File: config.mk
export PLATFORM = sky130hd
export DESIGN_NAME = scr_regs
export DESIGN_NICKNAME = d
export VERILOG_FILES = /design/src/design/scr_pkg.sv /design/src/design/scr_regs.sv
export SDC_FILE = /design/constraint.sdc
export NUM_CORES = 1
export LEC_CHECK = 0
export BUFFER_PORTS_ARGS = -buffer_cell sky130_fd_sc_hd__buf_2
export CORE_UTILIZATION = 50
export DETAILED_ROUTE_END_ITERATION = 8
export PLACE_DENSITY = 0.79
export SKIP_LAST_GASP = 1
export SLEW_MARGIN = 20
export SYNTH_ARGS = -nofsm -noshare
export SYNTH_HDL_FRONTEND = slang
export SYNTH_SLANG_ARGS = --single-unit
File: constraint.sdc
create_clock -name pclk -period 2.4 [get_ports pclk]
set_input_delay 0.48 -clock pclk [delete_from_list [all_inputs] [get_ports pclk]]
set_output_delay 0.48 -clock pclk [all_outputs]
set_load 0.1 [all_outputs]
File: src/design/scr_pkg.sv
// package for the system control register bank: offsets, fields, resets, carriers
// Summary of operation
// external interrupt pins are active low
// any external interrupt may wake idle or power-down
// low first pin after reset requests programming
// reset pin low resets the whole chip
// every register sits on a word address
// unrelated functions never share an address
// flag register at 0xE01FC140, resets zero
// wake enable register at 0xE01FC144, resets zero
// peripheral power enable at 0xE01FC0C4, resets 0x3BE
// reset values cover implemented bits only
// processor clock multiplied only when running and connected
// interrupt input acts only when pin function selected
// flag sets while pin low, clears after high
// wake enable wakes power down without controller enable
// vector map: boot, flash, static ram, reserved
// two-stage synchroniser on every pin
// reserved bits read zero, writes ignored
package scr_pkg;
    localparam logic [31:0] ADDR_VECTOR_MAP   = 32'hE01FC040;
    localparam logic [31:0] ADDR_MULT_CTRL    = 32'hE01FC080;
    localparam logic [31:0] ADDR_MULT_CFG     = 32'hE01FC084;
    localparam logic [31:0] ADDR_MULT_STAT    = 32'hE01FC088;
    localparam logic [31:0] ADDR_MULT_FEED    = 32'hE01FC08C;
    localparam logic [31:0] ADDR_POWER_MODE   = 32'hE01FC0C0;
    localparam logic [31:0] ADDR_PERIPH_POWER = 32'hE01FC0C4;
    localparam logic [31:0] ADDR_PCLK_DIV     = 32'hE01FC100;
    localparam logic [31:0] ADDR_IRQ_FLAGS    = 32'hE01FC140;
    localparam logic [31:0] ADDR_IRQ_WAKE     = 32'hE01FC144;
    // pin function select, event and boot status registers, placed in a spare part of the space
    localparam logic [31:0] ADDR_PIN_SELECT   = 32'hE01FC180;
    localparam logic [31:0] ADDR_EVT_STATUS   = 32'hE01FC184;
    localparam logic [31:0] ADDR_EVT_ENABLE   = 32'hE01FC188;
    localparam logic [31:0] ADDR_EVT_CLEAR    = 32'hE01FC18C;
    localparam logic [31:0] ADDR_BOOT_STATUS  = 32'hE01FC190;

    localparam int          MAP_W        = 2;
    localparam int          MULT_CTRL_W  = 2;
    localparam int          MULT_CFG_W   = 7;
    localparam int          MULT_STAT_W  = 11;
    localparam int          POWER_MODE_W = 2;
    localparam int          PPOWER_W     = 10;
    localparam int          PDIV_W       = 2;
    localparam int          NIRQ         = 3;
    localparam int          EVT_W        = 4;
    localparam int          MULT_EN_BIT  = 0;
    localparam int          MULT_CON_BIT = 1;
    localparam int          PMODE_IDLE   = 0;
    localparam int          PMODE_PDOWN  = 1;
    localparam int          EVT_WAKE_BIT = 3;
    localparam logic [7:0]  FEED_FIRST   = 8'hAA;
    localparam logic [7:0]  FEED_SECOND  = 8'h55;
    localparam int          BOOT_SETTLE  = 2;

    localparam logic [MAP_W-1:0]        RST_MAP        = 2'h0;
    localparam logic [PPOWER_W-1:0]     RST_PPOWER     = 10'h3BE;
    localparam logic [NIRQ-1:0]         RST_IRQ        = 3'h0;
    localparam logic [NIRQ-1:0]         RST_PIN_SELECT = 3'h0;

    typedef enum logic [1:0] {
        SCR_MAP_BOOT  = 2'h0,
        SCR_MAP_FLASH = 2'h1,
        SCR_MAP_SRAM  = 2'h2,
        SCR_MAP_RSVD  = 2'h3
    } scr_map_t;

    typedef enum {SCR_FEED_IDLE, SCR_FEED_HALF} scr_feed_t;

    typedef struct packed {
        logic        psel;
        logic        penable;
        logic        pwrite;
        logic [31:0] paddr;
        logic [31:0] pwdata;
    } scr_apb_req_t;

    typedef struct packed {
        logic                    mult_enable;
        logic                    mult_connect;
        logic [MULT_CFG_W-1:0]   mult_cfg;
        logic [POWER_MODE_W-1:0] power_mode;
        logic [PPOWER_W-1:0]     periph_power;
        logic [PDIV_W-1:0]       pclk_div;
        logic [MAP_W-1:0]        vector_map;
        logic                    vector_map_bad;
        logic                    cclk_from_mult;
    } scr_ctrl_t;
endpackage : scr_pkg

File: src/design/scr_regs.sv
// system control register bank with external interrupt flags and wake logic
//
// Implementation choice: the APB interface to the registers.
`timescale 1ns/1ps
`default_nettype none
module scr_regs (
    input  wire logic                        pclk,
    input  wire logic                        presetn,
    input  wire scr_pkg::scr_apb_req_t       apb_req,
    output logic                             pready,
    output logic                             pslverr,
    output logic [31:0]                      prdata,
    input  wire logic [scr_pkg::NIRQ-1:0]    ext_irq_pin_n,
    input  wire logic                        ext_reset_pin_n,
    input  wire logic [scr_pkg::MULT_STAT_W-3:0] mult_lock_in,
    output logic [scr_pkg::NIRQ-1:0]         ext_irq_req,
    output logic                             wake_req,
    output logic                             chip_reset_req,
    output logic                             isp_request,
    output scr_pkg::scr_ctrl_t               ctrl,
    output logic                             irq
);
    typedef struct packed {
        logic [1:0][scr_pkg::NIRQ-1:0]   irq_sync;
        logic [1:0]                      rst_sync;
        logic [scr_pkg::NIRQ-1:0]        flags;
        logic [scr_pkg::NIRQ-1:0]        wake_en;
        logic [scr_pkg::NIRQ-1:0]        pin_sel;
        logic [scr_pkg::MAP_W-1:0]       vmap;
        logic [scr_pkg::MULT_CTRL_W-1:0] mult_ctrl;
        logic [scr_pkg::MULT_CTRL_W-1:0] mult_ctrl_act;
        logic [scr_pkg::MULT_CFG_W-1:0]  mult_cfg;
        logic [scr_pkg::MULT_CFG_W-1:0]  mult_cfg_act;
        scr_pkg::scr_feed_t              feed;
        logic [scr_pkg::POWER_MODE_W-1:0] pmode;
        logic [scr_pkg::PPOWER_W-1:0]    pp;
        logic [scr_pkg::PDIV_W-1:0]      pdiv;
        logic [scr_pkg::EVT_W-1:0]       evt_st;
        logic [scr_pkg::EVT_W-1:0]       evt_en;
        logic [1:0]                      boot_wait;
        logic                            boot_done;
        logic                            in_system_programming;
        logic [31:0]                     rdata;
    } scr_state_t;

    scr_state_t state_r;
    scr_state_t state_nxt;

    logic                     wr_acc;
    logic                     rd_acc;
    logic                     hit;
    logic [31:0]              rd_val;
    logic [scr_pkg::NIRQ-1:0] pin_low;
    logic [scr_pkg::NIRQ-1:0] clr_req;
    logic [scr_pkg::EVT_W-1:0] evt_set;
    logic                     wake_any;
    logic                     pdown;

    // single-cycle access: ready in every access phase
    assign wr_acc  = apb_req.psel && apb_req.penable && apb_req.pwrite;
    // read data is caught in the setup cycle so it stands through the access phase
    assign rd_acc  = apb_req.psel && !apb_req.penable && !apb_req.pwrite;
    assign pready  = 1'b1;
    assign pslverr = apb_req.psel && apb_req.penable && !hit;
    assign prdata  = state_r.rdata;

    // second stage only; first sync stage is not looked at
    assign pin_low = ~state_r.irq_sync[1] & state_r.pin_sel;
    assign pdown   = state_r.pmode[scr_pkg::PMODE_PDOWN];
    assign wake_any = |(state_r.flags & state_r.wake_en & state_r.pin_sel);

    always_comb begin
        hit    = 1'b1;
        rd_val = 32'h0;
        unique case (apb_req.paddr)
            scr_pkg::ADDR_VECTOR_MAP:   rd_val = {30'h0, state_r.vmap};
            scr_pkg::ADDR_MULT_CTRL:    rd_val = {30'h0, state_r.mult_ctrl};
            scr_pkg::ADDR_MULT_CFG:     rd_val = {25'h0, state_r.mult_cfg};
            scr_pkg::ADDR_MULT_STAT:    rd_val = {21'h0, state_r.mult_ctrl_act,
                                                  mult_lock_in[scr_pkg::MULT_CFG_W-1:0],
                                                  2'h0};
            scr_pkg::ADDR_MULT_FEED:    rd_val = 32'h0;
            scr_pkg::ADDR_POWER_MODE:   rd_val = {30'h0, state_r.pmode};
            scr_pkg::ADDR_PERIPH_POWER: rd_val = {22'h0, state_r.pp};
            scr_pkg::ADDR_PCLK_DIV:     rd_val = {30'h0, state_r.pdiv};
            scr_pkg::ADDR_IRQ_FLAGS:    rd_val = {29'h0, state_r.flags};
            scr_pkg::ADDR_IRQ_WAKE:     rd_val = {29'h0, state_r.wake_en};
            scr_pkg::ADDR_PIN_SELECT:   rd_val = {29'h0, state_r.pin_sel};
            scr_pkg::ADDR_EVT_STATUS:   rd_val = {28'h0, state_r.evt_st};
            scr_pkg::ADDR_EVT_ENABLE:   rd_val = {28'h0, state_r.evt_en};
            scr_pkg::ADDR_EVT_CLEAR:    rd_val = 32'h0;
            scr_pkg::ADDR_BOOT_STATUS:  rd_val = {31'h0, state_r.in_system_programming};
            default: begin
                hit    = 1'b0;
                rd_val = 32'h0;
            end
        endcase
    end

    always_comb begin
        state_nxt = state_r;
        clr_req   = '0;
        evt_set   = '0;
        state_nxt.irq_sync[0] = ext_irq_pin_n;
        state_nxt.irq_sync[1] = state_r.irq_sync[0];
        state_nxt.rst_sync[0] = ext_reset_pin_n;
        state_nxt.rst_sync[1] = state_r.rst_sync[0];
        if (rd_acc) begin
            state_nxt.rdata = rd_val;
        end
        // strap waits until both sync stages hold the pin instead of their reset value
        if (!state_r.boot_done) begin
            if (state_r.boot_wait == 2'(scr_pkg::BOOT_SETTLE)) begin
                state_nxt.boot_done = 1'b1;
                state_nxt.in_system_programming       = ~state_r.irq_sync[1][0];
            end else begin
                state_nxt.boot_wait = state_r.boot_wait + 2'h1;
            end
        end
        if (wr_acc) begin
            unique case (apb_req.paddr)
                scr_pkg::ADDR_VECTOR_MAP:
                    state_nxt.vmap = apb_req.pwdata[scr_pkg::MAP_W-1:0];
                scr_pkg::ADDR_MULT_CTRL:
                    state_nxt.mult_ctrl = apb_req.pwdata[scr_pkg::MULT_CTRL_W-1:0];
                scr_pkg::ADDR_MULT_CFG:
                    state_nxt.mult_cfg = apb_req.pwdata[scr_pkg::MULT_CFG_W-1:0];
                scr_pkg::ADDR_MULT_FEED: begin
                    // control and config only take effect after a full feed pair
                    if (state_r.feed == scr_pkg::SCR_FEED_HALF
                        && apb_req.pwdata[7:0] == scr_pkg::FEED_SECOND) begin
                        state_nxt.mult_ctrl_act = state_r.mult_ctrl;
                        state_nxt.mult_cfg_act  = state_r.mult_cfg;
                        state_nxt.feed          = scr_pkg::SCR_FEED_IDLE;
                    end else if (apb_req.pwdata[7:0] == scr_pkg::FEED_FIRST) begin
                        state_nxt.feed = scr_pkg::SCR_FEED_HALF;
                    end else begin
                        state_nxt.feed = scr_pkg::SCR_FEED_IDLE;
                    end
                end
                scr_pkg::ADDR_POWER_MODE:
                    state_nxt.pmode = apb_req.pwdata[scr_pkg::POWER_MODE_W-1:0];
                scr_pkg::ADDR_PERIPH_POWER:
                    state_nxt.pp = apb_req.pwdata[scr_pkg::PPOWER_W-1:0];
                scr_pkg::ADDR_PCLK_DIV:
                    state_nxt.pdiv = apb_req.pwdata[scr_pkg::PDIV_W-1:0];
                scr_pkg::ADDR_IRQ_FLAGS:
                    clr_req = apb_req.pwdata[scr_pkg::NIRQ-1:0];
                scr_pkg::ADDR_IRQ_WAKE:
                    state_nxt.wake_en = apb_req.pwdata[scr_pkg::NIRQ-1:0];
                scr_pkg::ADDR_PIN_SELECT:
                    state_nxt.pin_sel = apb_req.pwdata[scr_pkg::NIRQ-1:0];
                scr_pkg::ADDR_EVT_ENABLE:
                    state_nxt.evt_en = apb_req.pwdata[scr_pkg::EVT_W-1:0];
                default: begin
                    clr_req = '0;
                end
            endcase
        end
        // a pin still low keeps its flag: the set wins over any clear
        state_nxt.flags = (state_r.flags & ~(clr_req & ~pin_low)) | pin_low;
        // any wake source leaves idle or power-down
        if (wake_any && (pdown || state_r.pmode[scr_pkg::PMODE_IDLE])) begin
            state_nxt.pmode = '0;
        end
        evt_set = {wake_any && pdown, pin_low & ~state_r.flags};
        state_nxt.evt_st = state_r.evt_st | evt_set;
        if (wr_acc && apb_req.paddr == scr_pkg::ADDR_EVT_CLEAR) begin
            state_nxt.evt_st = (state_r.evt_st
                                & ~apb_req.pwdata[scr_pkg::EVT_W-1:0]) | evt_set;
        end
    end

    always_ff @(posedge pclk or negedge presetn) begin
        if (!presetn) begin
            state_r               <= '0;
            state_r.irq_sync      <= '1;
            state_r.rst_sync      <= '1;
            state_r.flags         <= scr_pkg::RST_IRQ;
            state_r.wake_en       <= scr_pkg::RST_IRQ;
            state_r.pin_sel       <= scr_pkg::RST_PIN_SELECT;
            state_r.vmap          <= scr_pkg::RST_MAP;
            state_r.pp            <= scr_pkg::RST_PPOWER;
            state_r.feed          <= scr_pkg::SCR_FEED_IDLE;
        end else begin
            state_r <= state_nxt;
        end
    end

    assign ext_irq_req    = state_r.flags;
    assign wake_req       = wake_any;
    assign chip_reset_req = ~state_r.rst_sync[1];
    assign isp_request    = state_r.in_system_programming;
    assign irq            = |(state_r.evt_st & state_r.evt_en);

    always_comb begin
        ctrl.mult_enable    = state_r.mult_ctrl_act[scr_pkg::MULT_EN_BIT];
        ctrl.mult_connect   = state_r.mult_ctrl_act[scr_pkg::MULT_CON_BIT];
        ctrl.mult_cfg       = state_r.mult_cfg_act;
        ctrl.power_mode     = state_r.pmode;
        ctrl.periph_power   = state_r.pp;
        ctrl.pclk_div       = state_r.pdiv;
        ctrl.vector_map     = state_r.vmap;
        ctrl.vector_map_bad = (state_r.vmap == scr_pkg::SCR_MAP_RSVD);
        ctrl.cclk_from_mult = ctrl.mult_enable && ctrl.mult_connect;
    end
endmodule : scr_regs
`default_nettype wire

# Yosys cells after proc, flatten, opt, wreduce, memory -nomap -nowiden
# Cells that the tools add are included.
# totals
regBits	127
latchBits	0
ram_bits	0
rom_bits	0
inputBits	82
out_inout_bits	68
mem_count	0
# classes
n_addsub	1
mul	0
n_div	0
order_cmp	0
n_eq_ne	20
shifts	0
mux	14
n_bitwise	20
n_reduce_logical	32
# ops
op	n
== test 32 bit, second input constant	15
one-hot mux 11 bit (13 select lines)	1
== test 32 x 2 -> 1 bit, second input constant	1
2-to-1 mux 32 bit	1
AND reduction 2 bit	12
AND 3 bit	6
OR reduction 15 bit	1
2-to-1 mux 14 bit	1
NOT 3 bit	4
logical AND 1 bit	10
2-to-1 mux 10 bit	1
2-to-1 mux 2 bit	5
AND 4 bit	2
== test 8 x 7 -> 1 bit, second input constant	1
== test 8 bit, second input constant	1
OR 4 bit	2
2-to-1 mux 3 bit	2
== test 2 bit, second input constant	2
2-to-1 mux 4 bit	1
NOT 1 bit	4
NOT 4 bit	1
nonzero test 2 bit	2
OR reduction 4 bit	1
zero test 1 bit	3
other kinds (6)	7

# Longest topological paths before layout
# Gate-level depths: netlist (run 1).
# depth
word_depth	7
mapped_depth	7
ltp_nobuf	5

# Least setup slack after synthesis (run 1)
# Ideal clock, no wire load.
# synth_timing
path_type	input to output
startpoint	in apb_req[34] in the netlist's numbering
endpoint	out pslverr
arrival_time_ns	3.051
required_time_ns	1.920
setup_slack_ns	-1.131
cell_stages	5
path_buffers	1
cell_sequence	clkbuf_1 -> clkinv_1 -> a221oi_1 -> o211ai_1 -> a21oi_1
# synth_between
elab_chain_len	5
elab_cells_between_ends	19
classes_between	eq/ne (15); mux (1); reduce/logical (3)
# synth_lines
element	line_no	text
from (decl)	scr_regs.sv:9	input wire scr_pkg::scr_apb_req_t apb_req,
== test 32 bit	scr_regs.sv:75	unique case (apb_req.paddr)
OR reduction 15 bit (no line) (*)	-	
2-to-1 mux 1 bit (*)	scr_regs.sv:75	
zero test 1 bit (*)	scr_regs.sv:64	assign pslverr = apb_req.psel && apb_req.penable && !hit;
logical AND 1 bit (*)	scr_regs.sv:64	
to (decl)	scr_regs.sv:11	output logic pslverr,
# Mark *: on every way between the ends. The rest lies on a longest branch, timed or not.

# Worst setup path after layout (run 1)
# layout_timing
startpoint	in apb_req[33] in the netlist's numbering
endpoint	out pslverr
# The elaborated chain is that of the path after synthesis.

==> results of run 1 <==
area by class of cell:
cell class	count	area [um2]
clock buffers	11	131.4
clock inverters	5	38.79
fillers	720	3176
inverters	10	38.79
multi-input cells	246	1948
flip-flops and latches	75	1897
well taps	105	131.4
repair buffers	152	938.4
registers in the layout, indices dropped and copies added, names as in the netlist:
signal / count
ctrl: 25
ext_irq_req: 3
isp_request: 1
prdata: 11
state_nxt: 4
state_r: 31
per-layer routing:
layer	wire, um	vias up	GRT usage [%]
li1	-	1557	-
met1	4482	1689	33.64
met2	5279	158	40.53
met3	700	19	4.106
met4	207	0	10.48
met5	0	-	0
timing repair:
item                                    4_1_cts  5_1_grt
endpoints found under the setup margin        0        1
hold buffers                                  0        0
resized for setup                             0        1
buffers inserted                              0        1
kinds of logic (layout without fill, tap and decap cells):
logic type,after synthesis,after routing,synth area share [%]
buffers and inverters,89,178,13.64
xor gates and xnor gates,1,1,0.2032
other,2,22,0.1742
muxes,50,50,12.94
AOI/OAI and AO/OA,55,55,10.01
adders and majority gates,1,1,0.2901
and+or+nand+nor,117,117,18.75
DFF,75,75,43.99
stage by stage:
step / setup TNS, ns / instances / utilization, % / instance area (um2)
after CTS: 0 / 603 / 61.62 / 5114
after global routing: -0.03937 / 604 / 61.74 / 5124
final: 0 / 604 / 61.74 / 5124
after detailed placement: -0.8277 / 587 / 59.57 / 4943
after floorplan: 0 / 410 / - / 4451
after global placement: -0.1925 / 587 / 59.57 / 4943
where the power goes:
part	switching [mW]	internal, mW	total, mW	leakage, nW
clock network	0.482	0.382	0.864	0.0839
registers	0.0167	1.30	1.32	0.950
logic	0.490	0.118	0.609	1.53
total	0.989	1.80	2.79	2.56
worst max-delay path, stage by stage:
cell and delay [ns]:
buf_2 0.10, or4b_4 0.55, a2111oi_4 0.22, a221oi_2 0.08, o211ai_1 0.18, a21oi_4 0.10
buf_12 0.18
worst paths after layout:
path / startpoint / to / slack [ns] / cells after the start
worst max-delay path: apb_req[33] / pslverr / 0.02 / 7
worst min-delay path: presetn / prdata[7]$_DFFE_PN0P_ / 0.15 / 1
worst max register to register: state_r[58]$_DFFE_PN0P_ / ctrl[24]$_DFFE_PN0P_ / 0.77 / 6
worst min register to register: state_nxt[126]$_DFF_PN1_ / state_r[126]$_DFF_PN1_ / 0.36 / 0
max in group asynchronous: presetn / state_r[120]$_DFF_PN1_ / 1.58 / 2
min in group pclk: ext_reset_pin_n / state_nxt[120]$_DFF_PN1_ / 0.22 / 1
cell usage in the layout (no fill, tap or decap), drive strengths merged, types with 2 or more instances in the layout:
cell type,netlist,layout
a211o,3,3
a21oi,5,5
a221oi,7,7
a22o,7,7
a22oi,8,8
a31oi,5,5
a32o,3,3
and2,2,2
and3,6,6
buf,71,151
clkbuf,8,12
clkinv,1,4
conb,2,22
dfrtp,59,59
dfstp,16,16
inv,9,10
mux2,46,46
mux2i,4,4
nand2,16,16
nand2b,2,2
nand3,14,14
nand4,10,10
nor2,23,23
nor2b,4,4
nor3,9,9
nor3b,4,4
nor4,8,8
nor4b,7,7
o21ai,3,3
o22ai,3,3
or2,3,3
or4,2,2
or4b,2,2
==> out/qor.csv, run 1 <==
metric,value,unit
status,"complete, no violations",
period_minus_slack,2.380,ns
chipHeight,94.86,um
initial_utilization,51.95,%
wl_per_cell,17.66,um
antennaDiodeCount,0,
synth_flop_cell,dfrtp_1,
drc,0,
wl,10.67,mm
cp.arrival,1.90,ns
synth_edf_count,0,
design.core.area,8299,um2
synth-warning-count,0,
peakVddDrop,0.3352,mV
cts_num_sinks,75,
grt_max_degree,32,
avgSynthCellArea,11.06,um2
clock_skew,0.009819,ns
cts_tree,built,
worstSetupPathType,in -> out,
syn2layout_area_growth,18.83,%
grt_pass1_vias,3304,
cts_root_buf,clkbuf_8,
timing.hold.ws,0.1461,ns
rows,33,
ios,150,
worstSkewPairLatency,0.35,ns
numCtsBuffers,9,
clockBufferDepth,2,
num_vias,3423,
total_power,2.791,mW
fin_ws,0.01959,ns
drive_above_1_share,50.70,%
total_leakage_power,2.562,nW
netlist_instances,390,
antenna_found_initial,0,
drt-initial-drc-count,181,
dp_slack,-0.06794,ns
grt_pass1_wl,16.95,mm
dieWidth,94.86,um
power_density,544.7,nW/um2
synth_area_leaders,"dfrtp_1, mux2_2, buf_4, dfstp_2, nor2_1",
grt.overflow.total,0,
start_kind,primary input,
synth.most_common_cell,buf_4,
post-route-period-util,99.18,%
final_nets,577,
synth_common_cells,"buf_4, dfrtp_1, mux2_2",
slew_headroom,56.30,%
async_flop_share,100.0,%
rsz0062_at_grt,yes,
netlist_area,4312,um2
tightest_slew,0.6555,ns
ant_nets,0,
ys_ff_latch,75,
synth_cell_types,64,
max_cap_viol_count,0,
port_buffers,103,
cts_max_level,3,
viasPerCell,5.667,
finalSetupViolations,0,
yosysSeqAreaShare,43.99,%
cp_max_fo,2,
clkTransAtPathRegs,0.08,ns
dp_hpwl,8.193,mm
die_area,8998,um2
max_freq,0.4201,GHz
grt.total_usage,25.18,%
finalHoldViolations,0,
yosysTopAreaCell,dfrtp_1,
first_pass_iters,4,
worstPathRequired,1.92,ns
synth_top_area_share,34.24,%
slew_violations,0,
hp-class,in -> async,
cp-end-kind,primary output,
gp_congestion,0.9035,
(Power assumes the default switching activity.)
==> run 2, diff against run 1 <==
--- a/config.mk
+++ b/config.mk
@@ -7,6 +7,7 @@
 export LEC_CHECK = 0
 export BUFFER_PORTS_ARGS = -buffer_cell sky130_fd_sc_hd__buf_2
 export CORE_UTILIZATION = 50
+export CTS_BUF_LIST = sky130_fd_sc_hd__clkbuf_8 sky130_fd_sc_hd__clkbuf_16
 export DETAILED_ROUTE_END_ITERATION = 8
 export PLACE_DENSITY = 0.79
 export SKIP_LAST_GASP = 1
==> run 2 against run 1 <==
Effect of this change:
- clock skew about the same
- final cell count unchanged
- maximum frequency unchanged
- worst hold slack about the same
- utilization unchanged
- global-route usage unchanged
- die area unchanged
- wire length about the same
- final area unchanged
==> out/qor.csv, run 2 (synthesized netlist as in run 1, its figures left out) <==
metric,value,unit
die_area,8998,um2
clock_skew,0.009781,ns
cts_tree,built,
cts_max_level,3,
finalHoldViolations,0,
max_cap_viol_count,0,
largest_register,state_r,
cts_num_sinks,75,
wl_per_cell,17.65,um
viasPerCell,5.669,
first_pass_iters,4,
largest_reg_flops,31,
power_density,543.0,nW/um2
max_freq,0.4201,GHz
grt.overflow.total,0,
ctsHoldBuffers,0,
worstSkewPairLatency,0.35,ns
cp.arrival,1.90,ns
slew_headroom,56.24,%
total_leakage_power,2.570,nW
final_common_cell,buf_2,
tightest_slew,0.6564,ns
num_vias,3424,
rr_worst_depth,6,
syn2layout_area_growth,18.83,%
drc,0,
hp-class,in -> async,
chipHeight,94.86,um
gp_congestion,0.9035,
timing.hold.ws,0.1462,ns
ios,150,
antennaDiodeCount,0,
clockBufferDepth,2,
status,"complete, no violations",
clkTransAtPathRegs,0.08,ns
initial_utilization,51.95,%
seqCellArea,1897,um2
grt_pass1_vias,3304,
worstPathRequired,1.92,ns
period_minus_slack,2.380,ns
dp_hpwl,8.193,mm
cp-end-kind,primary output,
numCtsBuffers,9,
multiInputGateArea,1948,um2
rows,33,
grt_pass1_wl,16.95,mm
rsz0062_at_grt,yes,
post-route-period-util,99.18,%
drt-initial-drc-count,176,
drive_above_1_share,50.70,%
design.core.area,8299,um2
start_kind,primary input,
final_nets,577,
peakVddDrop,0.3353,mV
port_buffers,103,
cts_root_buf,clkbuf_8,
finalSetupViolations,0,
worstSetupPathType,in -> out,
final_util,61.74,%
ant_nets,0,
dieWidth,94.86,um
grt_max_degree,32,
cp_max_fo,2,
antenna_found_initial,0,
tns,0,ns
grt.total_usage,25.18,%
layout_common_cells,"buf_2, dfrtp_1, buf_4",
fillers,720,
slew_violations,0,
wl,10.66,mm
## run 2: final timing paths
path	startpoint	slack [ns]	endpoint
setup / recovery	apb_req[33]	0.02	pslverr
hold / removal	presetn	0.15	prdata[7]$_DFFE_PN0P_
setup reg to reg	state_r[58]$_DFFE_PN0P_	0.77	ctrl[24]$_DFFE_PN0P_
hold reg to reg	state_nxt[126]$_DFF_PN1_	0.36	state_r[126]$_DFF_PN1_
max in group asynchronous	presetn	1.58	state_r[120]$_DFF_PN1_
min in group pclk	ext_reset_pin_n	0.22	state_nxt[120]$_DFF_PN1_
## run 2: metrics by stage
| stage | area [um2] | setup slack, ns | std cells | power (mW) |
|---|---|---|---|---|
| floorplan | 4451 | 0.01296 | 410 | 1.854 |
| global placement | 4943 | -0.03607 | 587 | 1.944 |
| detailed placement | 4943 | -0.06794 | 587 | 1.951 |
| CTS | 5114 | 0.01900 | 603 | 2.802 |
| global route | 5124 | -0.03937 | 604 | 2.887 |
| finish | 5124 | 0.01959 | 604 | 2.782 |
## run 2: metal layers
| layer | track usage [%] | up-vias | wire (um) |
|---|---|---|---|
| met5 | 0 | - | 0 |
| met4 | 10.48 | 0 | 207 |
| met3 | 4.106 | 19 | 723 |
| met2 | 40.53 | 165 | 5281 |
| met1 | 33.64 | 1683 | 4449 |
| li1 | - | 1557 | - |
## run 2: repair_timing
action	in CTS	in global routing
setup endpoints to repair	0	1
resized for setup	0	1
buffers inserted	0	1
## run 2: area by class of cell
class,instances,area share [%]
well taps,105,2.564
clock buffers,9,2.418
flip-flops and latches,75,37.02
inverters,10,0.7570
clock inverters,7,0.9035
repair buffers,152,18.32
multi-input cells,246,38.02
## run 2: report_power, final
group	internal, mW	switching (mW)
clock	0.373	0.482
combinational	0.118	0.490
sequential	1.30	0.0167
## run 2: critical path, cell delays in order
cell and delay [ns]:
buf_2 0.10, or4b_4 0.55, a2111oi_4 0.22, a221oi_2 0.08, o211ai_1 0.18, a21oi_4 0.10, buf_12 0.18
==> run 3, diff against run 2 <==
--- a/config.mk
+++ b/config.mk
@@ -10,6 +10,7 @@
 export CTS_BUF_LIST = sky130_fd_sc_hd__clkbuf_8 sky130_fd_sc_hd__clkbuf_16
 export DETAILED_ROUTE_END_ITERATION = 8
 export PLACE_DENSITY = 0.79
+export RECOVER_POWER = 25
 export SKIP_LAST_GASP = 1
 export SLEW_MARGIN = 20
 export SYNTH_ARGS = -nofsm -noshare
==> run 3 against run 2 <==
Effect of this change:
- first-iteration DRC count fell by 10%
- combinational power down 0.8%
- critical endpoint unchanged
- the run now ends with capacitance limit left
- final area fell by 0.39%
- non-clock buffer count unchanged
==> out/qor.csv, run 3 (synthesized netlist as in run 1, its figures left out) <==
metric,value,unit
status,"finished, violations left",
violations,capacitance limit,
dieWidth,94.86,um
rr_worst_depth,6,
critPathCapture,pslverr,
rrSetupSlack,0.76,ns
die_area,8998,um2
antennaDiodeCount,0,
ant_nets,0,
cp_max_fo,2,
tightest_slew,1.496,ns
slew_violations,0,
post-route-period-util,99.48,%
period_minus_slack,2.388,ns
cts_max_level,3,
startpoint,apb_req[33],
initial_utilization,51.95,%
cp.arrival,1.91,ns
critPathBufInv,2,
grt_max_degree,32,
hp-class,in -> reg,
grt_pass1_wl,16.95,mm
largest_reg_flops,31,
port_buffers,103,
ios,150,
worstSetupPathType,in -> out,
design.core.area,8299,um2
cts_tree,built,
final_cell_area,5104,um2
cts_root_buf,clkbuf_8,
max_freq,0.4188,GHz
worstSkewPairLatency,0.35,ns
worst-path-stages,7,
final_common_cell,buf_2,
drive_above_1_share,50.30,%
r2r_end,ctrl[24]$_DFFE_PN0P_,
grt.overflow.total,0,
antenna_found_initial,0,
dpl.cell_count,587,
final_nets,577,
viasPerCell,5.611,
finalNonFillerCells,604,
ctsHoldBuffers,0,
finalSetupViolations,0,
slew_headroom,0.2571,%
rows,33,
numCtsBuffers,9,
dp_hpwl,8.193,mm
worstPathRequired,1.92,ns
drc,0,
clock_skew,0.01184,ns
path_delay_family,compound AO/OA/AOI/OAI gates,
largest_register,state_r,
cp_slowest_cell,or4b_4,
grt.total_usage,25.18,%
finalHoldViolations,0,
num_vias,3389,
rsz0062_at_grt,yes,
wl,10.62,mm
clkTransAtPathRegs,0.08,ns
clockBufferDepth,2,
layout_common_cells,"buf_2, dfrtp_1, buf_4",
regToRegStartpoint,state_r[58]$_DFFE_PN0P_,
power_density,544.3,nW/um2
start_kind,primary input,
wl_per_cell,17.58,um
grt_pass1_vias,3304,
gp_congestion,0.9035,
max_cap_viol_count,1,
drt-initial-drc-count,158,
cts_num_sinks,75,
chipHeight,94.86,um
path_cells,buf_2 -> or4b_4 -> a2111oi_4 -> a221oi_2 -> o211ai_1 -> a21oi_4 -> buf_12,
first_pass_iters,4,
peakVddDrop,0.3367,mV
syn2layout_area_growth,18.37,%
postPlaceCellArea,4943,um2
cp-end-kind,primary output,
total_leakage_power,2.558,nW
max_stage_delay,0.55,ns
==> run 3: cell types whose count changed in the layout (fill, tap and decap cells not counted), sizes merged <==
cell | previous run | this run
clkbuf | 10 | 13
buf | 151 | 148
==> run 3: worst min path at each step <==
| stage | depth (start not counted) | endpoint | from | slack [ns] |
|---|---|---|---|---|
| global route | 1 | state_nxt[124]$_DFF_PN1_ | ext_irq_pin_n[0] | 0.20 |
| CTS | 1 | prdata[8]$_DFFE_PN0P_ | presetn | 0.16 |
| floorplan | 0 | ctrl[12]$_DFFE_PN0P_ | presetn | 0.18 |
| finish | 1 | state_nxt[120]$_DFF_PN1_ | ext_reset_pin_n | 0.22 |
| detailed placement | 0 | state_r[125]$_DFF_PN1_ | state_nxt[125]$_DFF_PN1_ | 0.35 |
| global placement | 0 | state_r[125]$_DFF_PN1_ | state_nxt[125]$_DFF_PN1_ | 0.35 |
==> run 3: metal layers <==
layer  share of wire [%]  up-vias  wire length, um  GRT usage, %
met1                  42     1669             4471         33.64
li1                    -     1555                -             -
met3                 7.0       19              742         4.106
met5                   0        -                0             0
met2                  49      146             5199         40.53
met4                 1.9        0              207         10.48
==> run 3: what timing repair did <==
item | 4_1_cts | 5_1_grt
buffers inserted | 0 | 1
endpoints found under the setup margin | 0 | 1
resized for setup | 0 | 1
==> run 3: area by class of cell <==
class / count / area [um2]
Clock inverter: 7 / 46.29
Inverter: 10 / 38.79
Sequential cell: 75 / 1897
Tap cell: 105 / 131.4
Multi-Input combinational cell: 246 / 1948
Timing Repair Buffer: 152 / 918.4
Clock buffer: 9 / 123.9
Fill cell: 724 / 3196
==> run 3: metrics by stage <==
| step | total power, mW | setup TNS [ns] | hold slack (ns) | utilization (%) | worst slack [ns] |
|---|---|---|---|---|---|
| 6_report | 2.778 | 0 | 0.2221 | 61.50 | 0.01242 |
| 5_1_grt | 2.883 | -0.03937 | 0.2039 | 61.50 | -0.03937 |
| 4_1_cts | 2.802 | 0 | 0.1595 | 61.62 | 0.01900 |
| 3_5_place_dp | 1.951 | -0.8277 | 0.3472 | 59.57 | -0.06794 |
| 3_3_place_gp | 1.944 | -0.1925 | 0.3458 | 59.57 | -0.03607 |
| 2_1_floorplan | 1.854 | 0 | 0.1844 | - | 0.01296 |
==> run 3: power breakdown <==
part / switching (mW) / leakage, nW / internal (mW)
combinational: 0.490 / 1.52 / 0.115
sequential: 0.0167 / 0.950 / 1.30
clock: 0.482 / 0.0922 / 0.373
total: 0.988 / 2.56 / 1.79
